`src/core/pms_pkg.sv`:
```
// Package of constants, types and helpers for the time-protocol master selector.
// Operation
// - Rank priority1, class, accuracy, variance, priority2, identifier.
// - Smaller field value marks the better clock.
// - First differing field decides; later fields ignored.
// - Priority1 and priority2 are separate 8-bit fields.
// - Unique identifier breaks full ties, one winner.
// - Local dataset: priority1 128, class 248, accuracy FE.
// - Local dataset: variance FFFF, priority2 122.
// - One-step adjusts sync and delay-request in transit.
// - Two-step carries timestamps in follow-up, delay-response.
// - Best-clock port is slave, all others master.
// - Intercept time-protocol messages, pass other traffic.
// - Only end-to-end two-step operation is supported.
package pms_pkg;

   // ==========================================================
   // Sizes and local dataset
   localparam int NPORT = 4;
   localparam int PW = 2;
   localparam logic [7:0] LOC_PRIO1 = 8'h80;
   localparam logic [7:0] LOC_CLASS = 8'hF8;
   localparam logic [7:0] LOC_ACC = 8'hFE;
   localparam logic [15:0] LOC_VAR = 16'hFFFF;
   localparam logic [7:0] LOC_PRIO2 = 8'h7A;

   // ==========================================================
   // Message types, roles and reset values
   localparam logic [3:0] MT_SYNC = 4'h0;
   localparam logic [3:0] MT_DREQ = 4'h1;
   localparam logic [3:0] MT_FUP = 4'h8;
   localparam logic [3:0] MT_DRESP = 4'h9;
   localparam logic [3:0] MT_ANN = 4'hB;
   localparam logic ROLE_MASTER = 1'b0;
   localparam logic ROLE_SLAVE = 1'b1;
   localparam logic [63:0] TIME_ZERO = 64'h0;
   localparam logic [NPORT-1:0] ROLE_RST = 4'h0;

   // ==========================================================
   // Types
   // Dataset fields in comparison order, most significant first.
   typedef struct packed {
      logic [7:0] prio1;         // Own 8-bit field.
      logic [7:0] clk_class;
      logic [7:0] accuracy;
      logic [15:0] variance;
      logic [7:0] prio2;         // Own 8-bit field.
      logic [63:0] clock_id;
   } pms_ds_t;

   // Message descriptor, used for receive, pass-through and transmit.
   typedef struct packed {
      logic is_ptp;
      logic [3:0] msg_type;
      logic two_step;
      logic [PW-1:0] port;
      logic [NPORT-1:0] dst_mask;
      logic [63:0] corr;
      logic [63:0] tstamp;
      pms_ds_t ds;
   } pms_msg_t;

   typedef enum logic [1:0] {
      TX_IDLE = 2'b00,
      TX_SYNC = 2'b01,
      TX_FUP = 2'b10
   } pms_txst_t;

   // ==========================================================
   // Helpers
   // One-hot port mask from a port index.
   function automatic logic [NPORT-1:0] pms_onehot(input logic [PW-1:0] idx);
      pms_onehot = 4'h1 << idx;
   endfunction : pms_onehot

   // Checks a received descriptor for a given protocol message type.
   function automatic logic pms_is(input pms_msg_t m, input logic [3:0] t);
      pms_is = m.is_ptp && (m.msg_type == t);
   endfunction : pms_is

endpackage : pms_pkg

```
`src/core/pms_cmp.sv`:
```
// Dataset comparator: tells whether candidate a is a better clock than b.
`timescale 1ns/10ps
module pms_cmp
   import pms_pkg::*;
(
   input wire logic core_clk,
   input wire logic sys_rst,
   input pms_ds_t a,
   input pms_ds_t b,
   output logic a_better
);

   // ==========================================================
   // Ordering
   // The packed dataset puts fields in ranking order, so one unsigned compare
   // lets the first differing field decide, smaller winning, identifier last.
   assign a_better = (a < b);
endmodule : pms_cmp

```
`src/core/pms_top.sv`:
```
// Master selection, port roles and two-step event handling for a time-protocol node.
`timescale 1ns/10ps
module pms_top
   import pms_pkg::*;
(
   input wire logic core_clk,
   input wire logic sys_rst,
   input wire logic rx_valid,
   input pms_msg_t rx_msg,
   input wire logic [63:0] local_id,
   input wire logic [63:0] local_time,
   input wire logic sync_req,
   output logic fwd_valid,
   output pms_msg_t fwd_msg,
   output logic tx_valid,
   output pms_msg_t tx_msg,
   output logic [NPORT-1:0] port_role,
   output pms_ds_t gm_ds,
   output logic gm_local,
   output logic t1_valid,
   output logic [63:0] t1_time,
   output logic unsup_pulse
);

   // ==========================================================
   // State
   logic [NPORT-1:0] ann_vld_r;
   pms_ds_t ann_ds_r [NPORT];
   logic [PW-1:0] scan_idx_r;
   pms_ds_t best_r;
   logic best_loc_r;
   logic [PW-1:0] best_port_r;
   logic [PW-1:0] gm_port_r;
   logic sync_pend_r;
   logic [63:0] sync_corr_r;
   logic req_pend_r;
   pms_txst_t st_r;
   pms_txst_t st_nxt;
   logic [63:0] txt_r;
   logic dh_vld_r;
   pms_msg_t dh_msg_r;
   pms_msg_t tx_nxt;
   logic tx_vld_nxt;

   // ==========================================================
   // Local dataset and scan selection
   pms_ds_t local_ds;
   pms_ds_t base_ds;
   pms_ds_t cand_ds;
   pms_ds_t best_nxt;
   logic cand_better;
   logic take;
   logic base_loc;
   logic [PW-1:0] base_port;
   logic scan_end;

   // The advertised local quality figures.
   assign local_ds = '{prio1: LOC_PRIO1, clk_class: LOC_CLASS, accuracy: LOC_ACC,
                       variance: LOC_VAR, prio2: LOC_PRIO2, clock_id: local_id};
   // Each scan pass starts from the local clock and visits one port per cycle.
   assign base_ds = (scan_idx_r == '0) ? local_ds : best_r;
   assign base_loc = (scan_idx_r == '0) ? 1'b1 : best_loc_r;
   assign base_port = (scan_idx_r == '0) ? '0 : best_port_r;
   assign cand_ds = ann_ds_r[scan_idx_r];
   assign take = ann_vld_r[scan_idx_r] && cand_better;
   assign best_nxt = take ? cand_ds : base_ds;
   assign scan_end = (scan_idx_r == PW'(NPORT - 1));

   pms_cmp u_cmp (
      .core_clk(core_clk),
      .sys_rst(sys_rst),
      .a(cand_ds),
      .b(base_ds),
      .a_better(cand_better)
   );

   // ==========================================================
   // Receive decode
   logic rx_ptp;
   logic on_slave;
   logic sync_hit;
   logic onestep_hit;
   logic fup_hit;
   logic dreq_hit;
   logic fup_busy;

   assign rx_ptp = rx_valid && rx_msg.is_ptp;
   assign on_slave = (port_role[rx_msg.port] == ROLE_SLAVE);
   // Only two-step syncs are accepted; one-step ones are refused.
   assign sync_hit = rx_valid && pms_is(rx_msg, MT_SYNC) && on_slave && rx_msg.two_step;
   assign onestep_hit = rx_valid && pms_is(rx_msg, MT_SYNC) && on_slave && !rx_msg.two_step;
   assign fup_hit = rx_valid && pms_is(rx_msg, MT_FUP) && on_slave && sync_pend_r;
   assign dreq_hit = rx_valid && pms_is(rx_msg, MT_DREQ) && !on_slave;
   assign fup_busy = (st_r == TX_FUP);

   // ==========================================================
   // Announce storage, one dataset per port
   genvar gi;
   generate
      for (gi = 0; gi < NPORT; gi++) begin : g_ann
         // Latest announced dataset seen on this port.
         always_ff @(posedge core_clk or posedge sys_rst) begin
            if (sys_rst) begin
               ann_vld_r[gi] <= 1'b0;
               ann_ds_r[gi] <= '0;
            end else if (rx_valid && pms_is(rx_msg, MT_ANN) && (rx_msg.port == PW'(gi))) begin
               ann_vld_r[gi] <= 1'b1;
               ann_ds_r[gi] <= rx_msg.ds;
            end
         end
      end
   endgenerate

   // ==========================================================
   // Election scan and port roles
   // At the end of each pass the winner becomes the grandmaster view.
   always_ff @(posedge core_clk or posedge sys_rst) begin
      if (sys_rst) begin
         scan_idx_r <= '0;
         best_r <= '0;
         best_loc_r <= 1'b1;
         best_port_r <= '0;
         gm_ds <= '0;
         gm_local <= 1'b1;
         gm_port_r <= '0;
         port_role <= ROLE_RST;
      end else begin
         scan_idx_r <= scan_end ? '0 : scan_idx_r + PW'(1);
         best_r <= best_nxt;
         best_loc_r <= take ? 1'b0 : base_loc;
         best_port_r <= take ? scan_idx_r : base_port;
         if (scan_end) begin
            gm_ds <= best_nxt;
            gm_local <= take ? 1'b0 : base_loc;
            gm_port_r <= take ? scan_idx_r : base_port;
            // One slave port toward the best clock, every other port master.
            port_role <= (take || !base_loc) ? pms_onehot(take ? scan_idx_r : base_port) : ROLE_RST;
         end
      end
   end

   // ==========================================================
   // Pass-through and slave-side two-step reception
   // Non-protocol traffic goes out unchanged; protocol messages stay here.
   always_ff @(posedge core_clk or posedge sys_rst) begin
      if (sys_rst) begin
         fwd_valid <= 1'b0;
         fwd_msg <= '0;
      end else begin
         fwd_valid <= rx_valid && !rx_msg.is_ptp;
         if (rx_valid && !rx_msg.is_ptp) begin
            fwd_msg <= rx_msg;
         end
      end
   end

   // Sync correction is kept until the matching follow-up brings the origin time.
   always_ff @(posedge core_clk or posedge sys_rst) begin
      if (sys_rst) begin
         sync_pend_r <= 1'b0;
         sync_corr_r <= TIME_ZERO;
         t1_valid <= 1'b0;
         t1_time <= TIME_ZERO;
         unsup_pulse <= 1'b0;
      end else begin
         t1_valid <= fup_hit;
         unsup_pulse <= onestep_hit;
         if (sync_hit) begin
            sync_pend_r <= 1'b1;
            sync_corr_r <= rx_msg.corr; // Accumulated switch residence.
         end else if (fup_hit) begin
            sync_pend_r <= 1'b0;
         end
         if (fup_hit) begin
            // Origin plus both corrections gives the corrected send time.
            t1_time <= rx_msg.tstamp + sync_corr_r + rx_msg.corr;
         end
      end
   end

   // ==========================================================
   // Master-side transmit: sync, follow-up and delay responses
   pms_msg_t dresp_msg;

   // A delay response carries the receive time and moves the request's correction.
   assign dresp_msg = '{is_ptp: 1'b1, msg_type: MT_DRESP, two_step: 1'b1, port: rx_msg.port,
                        dst_mask: pms_onehot(rx_msg.port), corr: rx_msg.corr,
                        tstamp: local_time, ds: '0};

   // Follow-up has a fixed slot; a held response goes before a new one, sync waits.
   always_comb begin
      st_nxt = st_r;
      tx_nxt = '0;
      tx_vld_nxt = 1'b0;
      if (fup_busy) begin
         tx_nxt = '{is_ptp: 1'b1, msg_type: MT_FUP, two_step: 1'b1, port: '0,
                    dst_mask: ~port_role, corr: TIME_ZERO, tstamp: txt_r, ds: '0};
         tx_vld_nxt = 1'b1;
         st_nxt = TX_IDLE;
      end else if (dh_vld_r) begin
         tx_nxt = dh_msg_r;
         tx_vld_nxt = 1'b1;
      end else if (dreq_hit) begin
         tx_nxt = dresp_msg;
         tx_vld_nxt = 1'b1;
      end else if (st_r == TX_SYNC) begin
         // Event message leaves with an empty timestamp.
         tx_nxt = '{is_ptp: 1'b1, msg_type: MT_SYNC, two_step: 1'b1, port: '0,
                    dst_mask: ~port_role, corr: TIME_ZERO, tstamp: TIME_ZERO, ds: '0};
         tx_vld_nxt = 1'b1;
         st_nxt = TX_FUP;
      end
      case (st_r)
         TX_IDLE: begin
            if (req_pend_r) begin
               st_nxt = TX_SYNC;
            end
         end
         TX_SYNC: begin
         end
         TX_FUP: begin
         end
         default: begin
            st_nxt = TX_IDLE;
         end
      endcase
   end

   // Transmit registers, request latch and one-deep response hold.
   always_ff @(posedge core_clk or posedge sys_rst) begin
      if (sys_rst) begin
         st_r <= TX_IDLE;
         req_pend_r <= 1'b0;
         txt_r <= TIME_ZERO;
         dh_vld_r <= 1'b0;
         dh_msg_r <= '0;
         tx_valid <= 1'b0;
         tx_msg <= '0;
      end else begin
         st_r <= st_nxt;
         tx_valid <= tx_vld_nxt;
         tx_msg <= tx_nxt;
         // A new request wins over the clear in the same cycle.
         req_pend_r <= sync_req || (req_pend_r && (st_r != TX_IDLE));
         if ((st_r == TX_SYNC) && (st_nxt == TX_FUP)) begin
            txt_r <= local_time;
         end
         dh_vld_r <= dreq_hit && (fup_busy || dh_vld_r);
         if (dreq_hit && (fup_busy || dh_vld_r)) begin
            dh_msg_r <= dresp_msg;
         end
      end
   end
endmodule : pms_top

```
`config.mk`:
```
export PLATFORM = sky130hd
export DESIGN_NAME = pms_top
export DESIGN_NICKNAME = d
export VERILOG_FILES = /design/src/core/pms_pkg.sv /design/src/core/pms_cmp.sv /design/src/core/pms_top.sv
export SDC_FILE = /design/constraint.sdc
export NUM_CORES = 2
export LEC_CHECK = 0
export ABC_AREA = 1
export ABC_CLOCK_PERIOD_IN_PS = 65000
export BUFFER_PORTS_ARGS = -buffer_cell sky130_fd_sc_hd__buf_2
export CAP_MARGIN = 10
export CORE_AREA = 2 2 413 415
export CTS_CLUSTER_SIZE = 10
export DETAILED_ROUTE_END_ITERATION = 10
export DIE_AREA = 0 0 415 417
export PLACE_DENSITY = 0.7
export SLEW_MARGIN = 15
export SYNTH_ARGS = -nofsm -noshare
export SYNTH_HDL_FRONTEND = slang
export SYNTH_HIERARCHICAL = 1
export SYNTH_SLANG_ARGS = --single-unit
```
`constraint.sdc`:
```
create_clock -name core_clk -period 65 [get_ports core_clk]
set_clock_uncertainty 0.05 [all_clocks]
set_input_delay 9.75 -clock core_clk [delete_from_list [all_inputs] [get_ports core_clk]]
set_output_delay 9.75 -clock core_clk [all_outputs]
set_load 0.03 [all_outputs]
```
# Word-level counts from Yosys, hierarchy flattened
# Cells that the tools add are included.
# totals
reg_bits,1527
inputBits,384
output_inout_bits,689
wordCells,177
# classes
add_sub_neg,3
order_cmp,4
eq_ne,10
shifts,2
muxes,31
bitwise,2
reduce_logical,37
# op_table
op,n
252-bit 2-to-1 mux,4
112-bit 2-to-1 mux,4
112-bit binary-select mux with 2-bit select,1
64-bit adder,2
112-bit < comparator,1
1-bit logical AND,23
2-bit 2-to-1 mux,8
"2-bit equality test, second input constant",5
1-bit 2-to-1 mux,10
"4-bit equality test, second input constant",2
"1-bit by 2-bit << shifter with 4-bit output, first input constant",2
2-bit logical NOT,3
"2-bit by 3-bit < comparator with 1-bit output, second input constant",2
1-bit binary-select mux with 2-bit select,2
"2-bit by 1-bit equality test with 1-bit output, second input constant",2
"4-bit by 1-bit equality test with 1-bit output, second input constant",1
1-bit logical NOT,4
4-bit logical NOT,1
4-bit 2-to-1 mux,1
4-bit NOT,1
2-bit case mux with 2 select lines,1
2-bit nonzero test,2
"3-bit >= comparator, second input constant",1
1-bit logical OR,3
other kinds (3),3

# Logic depth before layout (Yosys ltp)
# logic_depth
ltp_word,11
depth_mapped,34

# Cells and area by module
# Netlist, hierarchy kept.
# by_module_without_submodules
module,n_inst,cells_each,area_per_inst_um2,seq_area_each_um2
pms_top,1,7666,64016.4,35311.4
pms_cmp,1,484,2969.1,0.0

# Worst setup path after synthesis
# No wires, ideal clock.
# synth_timing
kind,input -> register
from,in local_id[35]
to,reg gm_ds[100] (netlist name)
setup_time_ns,0.066
t_arrival_ns,11.966
path_slack_ns,52.919
path_stages,23
cell_sequence,or2_2 > o21ai_0 > inv_1 > inv_1 > ha_1 > nand2_1 > nor2_1 > and2_1 > nand2_2 > inv_1 > nand2_1 > nand2_1 > nor2_1 > nand2_1 > a21oi_1 > nand2_1 > inv_2 > buf_2 > buf_2 > nand2_1 > o21ai_0 > nand2_1 > nand2_1
# synth_lines
item,line_no,text
"start, declared",pms_top.sv:10,"input wire logic [63:0] local_id,"
"end signal, assigned",pms_top.sv:133,gm_ds <= best_nxt;
"end, declared",pms_top.sv:18,"output pms_ds_t gm_ds,"

==> flow_summary_export.csv <==
group,metric,value,unit
finish,multi_input_comb_area,26700,sq um
pwr,p_leak,41.9,nW
global_routing,grt_max_degree,202,
worst_hold_path,min_to,"ann_vld_r[0]",
logic_synthesis,synthCells,8150,
logic_synthesis,synthSimpleGateAreaFrac,20.1,%
global_routing,antenna_found_initial,27,
finish,design_area,77900,sq um
timing,tightest_slew,1110,ps
worst_setup_path,rr_endpoint,"gm_ds[16]",
worst_setup_path,slowest_stage,"buf_4",
place,place_area,73000,sq um
timing,hold_ws,399,ps
timing,min_period,13860,ps
routing,drtPass1Iterations,6,
worst_setup_path,path_cells,"buf_2 > or2_2 > o21ai_0 > inv_1 > inv_1 > ha_1 > nand2_1 > nor2_1 > and2_1 > nand2_2 > nor2_1 > nand2_1 > nand2_1 > nor2_1 > nand2_1 > a21oi_1 > nand2_1 > inv_6 > buf_4 > buf_4 > o21ai_0 > nand2_1 > nand2_1",
worst_hold_path,hold_depth,2,
logic_synthesis,synth_fa_ha_area_share,5.27,%
finish,area_growth,16.2,%
timing,rsz0062_at_grt,"no",
place,gp_congestion,0.983,
clock_tree,postCtsSetupBuffers,0,
logic_synthesis,syn_area,67000,sq um
timing,slew_headroom,25.9,%
run,max_cap_violations,0,
global_routing,overflow,0,
finish,instances_no_fill,11192,
clock_tree,cts_tree,"yes",
finish,layout-drive-gt1-share,14.8,%
finish,nNetsFinal,9530,
global_routing,grt_pass1_wl,346000,um
clock_tree,cts-hold-fix-buffers,0,
worst_setup_path,end_kind,"register",
clock_tree,clock-sinks,1411,
routing,ant_nets,0,
timing,fmax,72.1,MHz
worst_hold_path,hold_start,"ann_vld_r[0]",
logic_synthesis,synthFlopType,"dfrtp_1",
worst_setup_path,critPathMaxStageDelay,760,ps
worst_setup_path,crit_fanout,92,
clock_tree,cts-htree-levels,4,
timing,setup_viol,0,
logic_synthesis,synth.avg_cell_area,8.22,sq um
die,boundaryPins,1073,
worst_setup_path,crit_required,65660,ps
status,status,"finished clean",
finish,fill_cells,16293,
timing,finalSetupTns,0,ps
timing,worst_slack,51140,ps
place,placedCellCount,10950,
worst_setup_path,reg2reg_from,"scan_idx_r[0]",
clock_tree,cts.path.max_buffers,3,
worst_setup_path,r2r_slack,57040,ps
die,die_w,415,um
finish,finish.utilization,46.2,%
logic_synthesis,ys_warn_count,6,
routing,drc,0,
logic_synthesis,muxShareOfSynthArea,0,%
worst_hold_path,hold_class,"register to register",
finish,regArea,35300,sq um
routing,drt-initial-drc-count,5331,
worst_setup_path,worst-path-buf-inv,6,
logic_synthesis,synth.distinct_cells,43,
clock_tree,cts_made_buffers,167,
die,rows,151,
global_routing,grt_pass1_vias,55373,
die,dieArea,173000,sq um
place,pre_cts_ws,50250,ps
routing,route.vias.total,57958,
routing,drt-wirelength-per-cell,20.6,um
clock_tree,clock_latency,830,ps
clock_tree,cts_resized,0,
worst_setup_path,critical_path_class,"input port to register",
pwr,total_power,2.57,mW
global_routing,global_route.usage.total,26.1,%
pwr,cellPowerDensity,33.1,nW/um^2
pwr,ir_drop,0.0269,mV
logic_synthesis,synth_top_family_by_area,"simple AND/OR/NAND/NOR gates",
timing,hold_viol_final,0,
clock_tree,root_buffer,"clkbuf_16",
timing,drv_slew,0,
die,initial_core_util,39.7,%
worst_setup_path,crit_arrival,14520,ps
worst_setup_path,cp_common_cell,"nand2_1",
place,dp_hpwl,163000,um
die,coreArea,169000,sq um
routing,routed_wl,231000,um
worst_setup_path,reg2reg_depth,22,
logic_synthesis,ys_seq_area_share,52.7,%
worst_setup_path,path_delay_family,"buffers and inverters",
clock_tree,clkTransAtPathRegs,50,ps
routing,vias_per_cell,5.18,
place,io_buffers,958,
logic_synthesis,ys_seq_elements,1411,
logic_synthesis,synth-async-reset-ratio,100,%
logic_synthesis,synth_compound_area_share,13.4,%
worst_setup_path,cp-start-kind,"input port",
die,die_h,417,um
logic_synthesis,synth_xor_area_share,0.288,%
logic_synthesis,synth_edf_count,0,
timing,fin_crit_sh,21.3,%
-- how the worst max path moves through the flow --
| stage | start | to | slack [ps] | cells past startpoint |
|---|---|---|---|---|
| detailed placement | local_id[34] | gm_ds[18] | 50250 | 23 |
| global placement | local_id[34] | gm_ds[22] | 50370 | 23 |
| global route | local_id[34] | gm_ds[26] | 50710 | 23 |
| finish | local_id[34] | gm_ds[16] | 51140 | 23 |
| CTS | local_id[34] | gm_ds[11] | 51130 | 23 |
| floorplan | sys_rst | ann_ds_r[0] | 15410 | 1 |
-- cell type report --
class	instances	share of cell area, %
diodes	18	0.0579
clock buffers	197	5.66
clock inverters	26	0.513
inverters	784	3.83
multi-input cells	5527	34.2
flip-flops and latches	1411	45.4
well taps	2218	3.56
repair buffers	1011	6.76
-- cells by family after synthesis --
kind of cell,Yosys count
AO/OA/AOI/OAI,1718
XOR/XNOR,22
adder cells (fa/ha/maj),244
buffers and inverters,1325
flip-flops,1411
other,1
AND/OR/NAND/NOR,3429
-- per-layer routing --
layer  GRT usage (%)  up-vias  part of all wire [%]  wire length, um
met5               0        -                 0.042               96
met2            43.1     2126                    48           111000
met4            15.3       14                   6.3            14500
met1            32.5    28225                    40            91500
li1                -    27124                     -                -
met3            4.25      469                   5.8            13400
-- worst min-delay path, cell delays in order, from the launching register on --
cell and delay [ps]:
dfrtp_1 320, inv_1 50, nand2_1 50
-- Yosys cell counts, types with 2 or more instances --
master,count,area share (%)
nand2_1,2671,15
dfrtp_1,1409,53
o21ai_0,1242,9.3
inv_1,773,4.3
nor2_1,469,2.6
clkbuf_1,339,1.9
a21oi_1,234,1.7
ha_1,180,3.4
nand3_1,159,1.2
buf_4,116,1.3
o22ai_1,112,1.0
or2_2,69,0.64
a211oi_1,66,0.74
fa_1,64,1.9
buf_2,62,0.46
o21ai_1,45,0.34
xnor2_1,21,0.27
nor3_1,17,0.13
buf_1,13,0.073
nand4_1,11,0.10
nand3b_1,10,0.11
inv_2,9,0.050
buf_6,7,0.12
o21a_1,6,0.067
o21bai_1,6,0.067
nand2_2,5,0.047
clkbuf_2,4,0.030
nand3_2,4,0.060
a21o_1,3,0.034
and2_1,3,0.028
o211ai_1,3,0.034
clkinv_1,2,0.011
dfstp_2,2,0.078
nand4_2,2,0.037
nor2_2,2,0.019
nor2_4,2,0.034
nor4_1,2,0.019
-- placed cells by master (no fill, tap or decap), types with 17 or more instances in the layout --
master     netlist  routed
a211oi_1        66      66
a21oi_1        234     234
buf_2           62     958
buf_4          116      47
clkbuf_1       339      20
clkbuf_16        0     168
conb_1           1     114
dfrtp_1       1409    1406
diode_2          0      18
fa_1            64      64
ha_1           180     177
inv_1          773     768
nand2_1       2671    2670
nand3_1        159     158
nor2_1         469     467
nor3_1          17      17
o21ai_0       1242    1242
o21ai_1         45      45
o22ai_1        112     112
or2_2           69      69
xnor2_1         21      21
-- where the power goes --
part	switching, mW	internal [mW]
sequential	0.0676	0.998
clock	0.369	0.491
combinational	0.470	0.179
-- sequential cells by signal, indices dropped and copies added, names as in the netlist, 4 cells and up --
name and cells:
t1_time 64, fwd_msg 252, tx_msg 137, dh_msg_r 135, sync_corr_r 64, best_r 112, txt_r 64, ann_ds_r 448
port_role 4, gm_ds 112, ann_vld_r 4
Note: power is estimated with default switching activity, not from simulation.
